==> config.mk <==
export PLATFORM = sky130hd
export DESIGN_NAME = pms_mgmt_slave
export DESIGN_NICKNAME = d
export VERILOG_FILES = /design/src/rtl/pms_pkg.sv /design/src/rtl/pms_mgmt_slave.sv
export SDC_FILE = /design/constraint.sdc
export NUM_CORES = 2
export LEC_CHECK = 0
export ABC_AREA = 1
export CORE_UTILIZATION = 59
export DETAILED_ROUTE_END_ITERATION = 6
export DONT_BUFFER_PORTS = 1
export PLACE_DENSITY = 0.8
export SETUP_SLACK_MARGIN = 0.1
export SLEW_MARGIN = 20
export SYNTH_ARGS = -nofsm -noshare
export SYNTH_HDL_FRONTEND = slang
export SYNTH_SLANG_ARGS = --single-unit
==> constraint.sdc <==
create_clock -name clk -period 4.75 [get_ports clk]
set_input_delay 0.95 -clock clk [delete_from_list [all_inputs] [get_ports clk]]
set_output_delay 0.95 -clock clk [all_outputs]
set_load 0.01 [all_outputs]
==> src/rtl/pms_pkg.sv <==
package pms_pkg;
    localparam logic [4:0]  REG_MMD_CTRL    = 5'h0d;
    localparam logic [4:0]  REG_MMD_DATA    = 5'h0e;
    localparam logic [4:0]  REG_IRQ         = 5'h1b;
    localparam logic [4:0]  REG_PHY_CTRL2   = 5'h1f;
    localparam int          IRQ_POL_BIT     = 14;
    localparam logic [15:0] IRQ_RESET       = 16'h0000;
    localparam logic [15:0] CTRL2_RESET     = 16'h0000;
    localparam int          PREAMBLE_LEN    = 32;
    localparam logic [1:0]  OP_READ         = 2'b10;
    localparam logic [1:0]  OP_WRITE        = 2'b01;
    localparam logic [1:0]  ADDR_TOP        = 2'b00;
    localparam logic [15:0] MMD_FN_MASK     = 16'hc000;
    localparam logic [1:0]  MMD_FN_ADDR     = 2'b00;
    localparam int          MMD_DEVS        = 32;

    typedef enum logic [2:0] {
        PMS_IDLE = 3'b000,
        PMS_HDR  = 3'b001,
        PMS_TA   = 3'b010,
        PMS_RD   = 3'b011,
        PMS_WR   = 3'b100
    } pms_state_e;
endpackage

==> src/rtl/pms_mgmt_slave.sv <==
`timescale 1ns/10ps
`default_nettype none

// Behaviour
// Answer only own address, strapped at reset
// Address zero is unique, never broadcast
// Controller writes each device separately
// Read frame: preamble, 01, 10, Z0, data
// Write frame: preamble, 01, 01, 10, data
// Five-bit number selects 32 registers
// Controller sources clock; single data line
// Optional interrupt output flags status changes
// Upper interrupt bits enable each condition
// Lower interrupt bits latch occurred events
// Reading interrupt register clears latched bits
// Control bit 14 sets level, reset low
// Extended registers reached via two portals
// Sample on rising, change after rising
// Interrupt holds while enabled status latched
module pms_mgmt_slave (
    input  wire logic        clk,
    input  wire logic        srst,
    input  wire logic [2:0]  mgmt_addr_straps,
    input  wire logic        mdc,
    input  wire logic        mdio_in,
    output logic             mdio_out,
    output logic             mdio_oe,
    input  wire logic [7:0]  irq_events,
    output logic             irq_out
);
    logic [1:0]  mdc_sync;
    logic [1:0]  mdio_sync;
    logic        mdc_prev;
    logic [2:0]  phy_addr;
    logic [5:0]  strap_sync;
    logic        strap_pending;
    pms_pkg::pms_state_e state;
    pms_pkg::pms_state_e next_state;
    logic [5:0]  cnt;
    logic [5:0]  next_cnt;
    logic [13:0] hdr;
    logic [13:0] next_hdr;
    logic [15:0] shreg;
    logic [15:0] next_shreg;
    logic        out_bit;
    logic        next_out_bit;
    logic        oe;
    logic        next_oe;
    logic [15:0] regs [32];
    logic [15:0] mmd_store [pms_pkg::MMD_DEVS];
    logic [4:0]  mmd_ptr;
    logic        wr_stb;
    logic        rd_stb;
    logic [4:0]  acc_reg;
    logic        rise;
    logic        mine;

    assign rise = mdc_sync[1] & ~mdc_prev;
    // Only the address is compared; the top two bits must read 00
    assign mine = (hdr[9:8] == pms_pkg::ADDR_TOP) && (hdr[7:5] == phy_addr);
    assign acc_reg = hdr[4:0];

    always_ff @(posedge clk) begin
        mdc_sync  <= srst ? 2'b00 : {mdc_sync[0], mdc};
        mdio_sync <= srst ? 2'b11 : {mdio_sync[0], mdio_in};
        mdc_prev  <= srst ? 1'b0 : mdc_sync[1];
        // Straps are pins: kept sampling through reset so the capture sees settled levels
        strap_sync <= {strap_sync[2:0], mgmt_addr_straps};
    end

    // Straps are caught on the first clocked edge after reset release
    always_ff @(posedge clk) begin
        if (srst) begin
            strap_pending <= 1'b1;
            phy_addr      <= 3'h0;
        end else if (strap_pending) begin
            strap_pending <= 1'b0;
            phy_addr      <= strap_sync[5:3];
        end
    end

    function automatic logic [15:0] rd_value(input logic [4:0] a);
        if (a == pms_pkg::REG_MMD_DATA) begin
            rd_value = mmd_store[mmd_ptr];
        end else begin
            rd_value = regs[a];
        end
    endfunction

    always_comb begin
        next_state   = state;
        next_cnt     = cnt;
        next_hdr     = hdr;
        next_shreg   = shreg;
        next_out_bit = out_bit;
        next_oe      = oe;
        wr_stb       = 1'b0;
        rd_stb       = 1'b0;
        if (rise) begin
            case (state)
                pms_pkg::PMS_IDLE: begin
                    next_oe = 1'b0;
                    if (mdio_sync[1]) begin
                        next_cnt = (cnt == 6'd63) ? cnt : cnt + 6'd1;
                    end else if (cnt >= 6'(pms_pkg::PREAMBLE_LEN)) begin
                        // First zero after preamble is start bit 0
                        next_state = pms_pkg::PMS_HDR;
                        next_cnt   = 6'd0;
                    end else begin
                        next_cnt = 6'd0;
                    end
                end
                pms_pkg::PMS_HDR: begin
                    next_hdr = {hdr[12:0], mdio_sync[1]};
                    next_cnt = cnt + 6'd1;
                    if (cnt == 6'd12) begin
                        next_cnt   = 6'd0;
                        next_state = pms_pkg::PMS_TA;
                        // Shifted header: start[12], op[11:10], addr[9:5], reg[4:0]
                        if (!hdr[11] || (hdr[10:9] != pms_pkg::OP_READ
                                         && hdr[10:9] != pms_pkg::OP_WRITE)) begin
                            next_state = pms_pkg::PMS_IDLE;
                        end
                    end
                end
                pms_pkg::PMS_TA: begin
                    next_cnt = cnt + 6'd1;
                    if (!mine) begin
                        next_state = (hdr[11:10] == pms_pkg::OP_READ) ? pms_pkg::PMS_RD
                                                                      : pms_pkg::PMS_WR;
                        next_oe    = 1'b0;
                    end else if (hdr[11:10] == pms_pkg::OP_READ) begin
                        next_oe      = 1'b1;
                        next_out_bit = 1'b0;
                        if (cnt == 6'd1) begin
                            // MSB must stand before the next rise samples it
                            next_shreg   = rd_value(acc_reg);
                            next_out_bit = next_shreg[15];
                            next_shreg   = {next_shreg[14:0], 1'b0};
                            rd_stb       = 1'b1;
                            next_state = pms_pkg::PMS_RD;
                            next_cnt   = 6'd0;
                        end
                    end else if (hdr[11:10] == pms_pkg::OP_WRITE) begin
                        if (cnt == 6'd1) begin
                            next_state = pms_pkg::PMS_WR;
                            next_cnt   = 6'd0;
                        end
                    end else begin
                        next_state = pms_pkg::PMS_IDLE;
                    end
                    if (!mine) begin
                        next_cnt = 6'd0;
                    end
                end
                pms_pkg::PMS_RD: begin
                    next_out_bit = shreg[15];
                    next_oe      = mine;
                    next_shreg   = {shreg[14:0], 1'b0};
                    next_cnt     = cnt + 6'd1;
                    if (cnt == 6'd15) begin
                        next_oe    = 1'b0;
                        next_state = pms_pkg::PMS_IDLE;
                        next_cnt   = 6'd0;
                    end
                end
                default: begin
                    next_shreg = {shreg[14:0], mdio_sync[1]};
                    next_cnt   = cnt + 6'd1;
                    if (cnt == 6'd15) begin
                        wr_stb     = mine;
                        next_state = pms_pkg::PMS_IDLE;
                        next_cnt   = 6'd0;
                    end
                end
            endcase
        end
    end

    always_ff @(posedge clk) begin
        if (srst) begin
            state   <= pms_pkg::PMS_IDLE;
            cnt     <= 6'd0;
            hdr     <= 14'h0000;
            shreg   <= 16'h0000;
            out_bit <= 1'b0;
            oe      <= 1'b0;
        end else begin
            state   <= next_state;
            cnt     <= next_cnt;
            hdr     <= next_hdr;
            shreg   <= next_shreg;
            out_bit <= next_out_bit;
            oe      <= next_oe;
        end
    end

    logic [15:0] wdata;
    logic [15:0] next_irq;
    assign wdata = {shreg[14:0], mdio_sync[1]};

    always_comb begin
        next_irq = regs[pms_pkg::REG_IRQ];
        if (rd_stb && acc_reg == pms_pkg::REG_IRQ) begin
            next_irq[7:0] = 8'h00;
        end
        if (wr_stb && acc_reg == pms_pkg::REG_IRQ) begin
            next_irq[15:8] = wdata[15:8];
        end
        // Event in the clearing cycle survives
        next_irq[7:0] = next_irq[7:0] | irq_events;
    end

    genvar gi;
    generate
        for (gi = 0; gi < 32; gi++) begin : g_regs
            always_ff @(posedge clk) begin
                if (srst) begin
                    regs[gi] <= (gi == pms_pkg::REG_IRQ) ? pms_pkg::IRQ_RESET
                              : (gi == pms_pkg::REG_PHY_CTRL2) ? pms_pkg::CTRL2_RESET : 16'h0000;
                end else if (gi == pms_pkg::REG_IRQ) begin
                    regs[gi] <= next_irq;
                end else if (wr_stb && acc_reg == 5'(gi)) begin
                    regs[gi] <= wdata;
                end
            end
        end
        for (gi = 0; gi < pms_pkg::MMD_DEVS; gi++) begin : g_mmd
            always_ff @(posedge clk) begin
                if (srst) begin
                    mmd_store[gi] <= 16'h0000;
                end else if (wr_stb && acc_reg == pms_pkg::REG_MMD_DATA && mmd_ptr == 5'(gi)) begin
                    mmd_store[gi] <= wdata;
                end
            end
        end
    endgenerate

    // Portal: function 00 selects device; data window indexes that device's slot
    always_ff @(posedge clk) begin
        if (srst) begin
            mmd_ptr <= 5'h00;
        end else if (wr_stb && acc_reg == pms_pkg::REG_MMD_CTRL
                     && wdata[15:14] == pms_pkg::MMD_FN_ADDR) begin
            mmd_ptr <= wdata[4:0];
        end
    end

    logic irq_active;
    assign irq_active = |(regs[pms_pkg::REG_IRQ][15:8] & regs[pms_pkg::REG_IRQ][7:0]);

    always_ff @(posedge clk) begin
        if (srst) begin
            irq_out <= 1'b1;
        end else begin
            irq_out <= irq_active ~^ regs[pms_pkg::REG_PHY_CTRL2][pms_pkg::IRQ_POL_BIT];
        end
    end

    assign mdio_out = out_bit;
    assign mdio_oe  = oe;
endmodule

`default_nettype wire

==> summary.txt <==
Clocking
  – CTS-repair resized insts: 0
  – Post-CTS Repair Setup Buffers: 0
  – Hold_buf cts: 0
  – Clock Path Buffers: 3
  – TritonCTS Buffers: 105
  – Clock root cell: clkbuf_16
  – CTS clock-pin slew for the worst setup and hold paths: 0.07 ns
  – CTS tree: built
  – Clk sinks: roughly 1,100
  – H-tree Lvls: 3
  – Clk Latency, worst-skew pair: 0.69 ns

Layout
  – Multi-input gate area: 16,230 um^2
  – Layout cell share with drive strength beyond 1: 9.593%
  – Register area: 32,010 um^2
  – Fin cells: about 6,200
  – Fillers: 6,338
  – Area growth syn-to-layout: 6.838%
  – Nets@finish: roughly 5,000

Pwr
  – Peak supply drop: approximately 370 uV
  – P_int: 15.92 mW
  – Pwr dens: ~370 nW/um^2
  – Combinational power share: 2.6%
  – Static Leak: 18.43 nW
  – Clk pwr share: 42.6%
  – Psw: 4.210 mW
  – Switching Share: 20.91%
  – Sequential share of power: 54.8%

Route
  – Via count: 38,315
  – Total Wirelength: 139.2 mm
  – Pre-antenna DRT Iters: 7
  – ANT nets after route: 0
  – Avg WL per Cell: about 22 um
  – DRC: 0
  – Vias/cell: 6.157
  – Drt initial violations: 6,735

Setup path
  – CP required: 5.37 ns
  – Endpoint class of the critical path: flop
  – Critical path fanouts, max: 140
  – Worst reg2reg path depth: 13
  – Crit start category: flop
  – Critical path arrival: 4.00 ns
  – Crit Path Class: flop to flop
  – Reg2reg setup slack: around 1.4 ns
  – FF-to-FF End: shreg[12]
  – Capture point of the critical path: shreg[12]

Floorplan
  – Initial Utilization: 59.98%
  – Die ar.: approximately 87,000 um^2
  – Row cnt: approximately 110
  – CORE AREA: ~84,000 um^2
  – Die Wd: 294.4 um
  – I/O Pins: 18
  – DIE HEIGHT: 294.4 um

Yosys
  – Mapped Area: 50,430 um^2
  – Synth Register Bits: 1,094
  – Cells after Synth: about 5,300
  – Mapped Nets: approximately 5,300
  – Post-synthesis cell type count: 37
  – Avg Cell Area, Syn: between 9 and 10 um^2
  – Yosys top cell area share: between 60 and 70%
  – Sequential-to-total area share from yosys stat: 63.43%
  – Post-synth top area cell: edfxtp_1
  – YS warnings: 0
  – Synth top area cells: edfxtp_1 (60%), nand2_1 (11%), nand3_1 (8.9%)

GRT
  – GRT overflow: 0
  – Vias in the first global route: around 35,000
  – Initial antenna violation count: 1
  – First-pass GRT wire length: 208.9 mm
  – Gr usage total: between 30% and 40%
  – Largest net degree at the start of global routing: 208

Hold path
  – Hold crit path type: input port to flop

Job
  – Max Cap Viol: 0

STA
  – Setup_tns: 0 ns
  – Clk_skew: 0.02917 ns
  – Final setup violation count: 0
  – Fmax: 0.2957 GHz
  – Period utilization: between 70 and 80%
  – Clock period minus worst slack: 3.382 ns
  – Rel. slew slack: 18.47%
  – Worst slew pin tran: 1.223 ns
  – Pins over their slew limit: 0
  – Final hold vios: 0
  – RSZ-0062 raised after global routing: no

Placed design
  – Placer Congestion: 0.9928
  – Placed Cells: between 6,000 and 7,000
  – HPWL Detailed: 82.26 mm
  – PortBufs: 0

Status
  – Run status: complete, no violations
## routing by layer
layer,GRT usage (%),wire [um]
met5,0,0
met3,8.076,20010
met2,47.75,61910
met1,44.13,50480
met4,14.67,6814
## worst min-delay path by stage
stage / cells after the start / startpoint / endpoint / slack, ns
after floorplan: 0 / strap_sync[0] / strap_sync[3] / 0.31
after global placement: 0 / strap_sync[1] / strap_sync[4] / 0.31
after detailed placement: 0 / strap_sync[0] / strap_sync[3] / 0.31
after CTS: 0 / mgmt_addr_straps[1] / strap_sync[1] / 0.28
after global routing: 0 / mgmt_addr_straps[2] / strap_sync[2] / 0.29
final: 0 / srst / strap_pending / 0.30
## power by group through the flow
stage / clock network [mW] / logic [mW] / registers (mW)
floorplan: 0 / 0.358 / 11.2
global placement: 0 / 0.501 / 11.2
detailed placement: 0 / 0.515 / 11.2
CTS: 8.54 / 0.519 / 11.0
global route: 8.90 / 0.578 / 11.1
finish: 8.57 / 0.533 / 11.0
## state kept, by name, indices dropped and copies added, names as in the netlist, 2 cells and up, named ones only
register	flops
strap_sync	6
cnt	6
shreg	16
mdc_sync	2
mmd_ptr	5
phy_addr	3
mmd_store	512
state	3
mdio_sync	2
hdr	12
regs	512
## synth_stat cells
| library cell | instances |
|---|---|
| buf_12 | 2 |
| ha_1 | 3 |
| a22o_1 | 1 |
| nand4_1 | 3 |
| buf_2 | 92 |
| nand4_2 | 1 |
| a31oi_1 | 1 |
| nand3_2 | 27 |
| nor2_4 | 1 |
| xor2_1 | 4 |
| nand3_4 | 26 |
| clkbuf_1 | 252 |
| nor2_8 | 2 |
| clkinv_2 | 1 |
| or2_2 | 2 |
| a211oi_1 | 8 |
| nor3_2 | 1 |
| buf_4 | 4 |
| nor2_2 | 192 |
| inv_1 | 59 |
| nor2_1 | 904 |
| a21oi_1 | 70 |
| buf_1 | 50 |
| dfxtp_1 | 86 |
| o21a_1 | 1 |
| nand3_1 | 893 |
| edfxtp_1 | 1008 |
| a221oi_1 | 2 |
| nand2_2 | 4 |
| nor3_1 | 5 |
| buf_6 | 22 |
| inv_2 | 20 |
| nand2_1 | 1481 |
| and3_1 | 1 |
| o211ai_1 | 1 |
| o21ai_0 | 35 |
| nand2_4 | 1 |
## area by class of cell
class | count | area share, %
clock buffer | 132 | 5.160
sequential | 1094 | 59.41
multi-input combinational | 3670 | 30.12
inverter | 80 | 0.6363
clock inverter | 64 | 1.289
tap | 1134 | 2.633
antenna | 2 | 0.009289
timing repair buffer | 47 | 0.7478
## worst max-delay path: stages (launching register included)
cell	delay (ns)
dfxtp_4	0.38
inv_6	0.68
buf_4	0.44
buf_4	0.36
nand2_1	0.10
nand3_1	0.08
nand3_1	0.13
nand2_1	0.19
nand2_1	0.07
nand3_1	0.16
nand3_1	0.24
nand3_1	0.16
nand2_1	0.05
a21oi_1	0.11
## metrics by stage
| stage | total power, mW | hold WS (ns) | instance area, um^2 | worst slack [ns] | utilization, % |
|---|---|---|---|---|---|
| 2_1_floorplan | 11.54 | 0.3096 | 50430 | 2.287 | - |
| 3_3_place_gp | 11.71 | 0.3134 | 50400 | 1.609 | 59.94 |
| 3_5_place_dp | 11.74 | 0.3143 | 50400 | 1.581 | 59.94 |
| 4_1_cts | 20.08 | 0.2778 | 53870 | 1.550 | 64.07 |
| 5_1_grt | 20.53 | 0.2902 | 53880 | 1.153 | 64.07 |
| 6_report | 20.13 | 0.2968 | 53880 | 1.368 | 64.08 |
## placed cells by master, fill, tap and decap left out, types with 7 or more instances in the layout
master and count:
inv_6 7, bufinv_16 14, nor2_1 904, inv_1 51
o21ai_0 35, clkbuf_1 23, nand3_4 26, a211oi_1 8
clkbuf_16 106, nand3_2 27, a21oi_1 70, clkinv_1 24
nand3_1 893, dfxtp_1 80, clkinv_2 34, nand2_1 1481
nor2_2 192, buf_4 43, edfxtp_1 1008
## kinds of logic after synthesis
group	synth area share [%]
buf+inv	4.389
xor+xnor	0.06946
compound gates	1.255
simple gates	30.78
fa+ha+maj	0.07444
flops	63.43
Power figures use the tool's default switching activity.
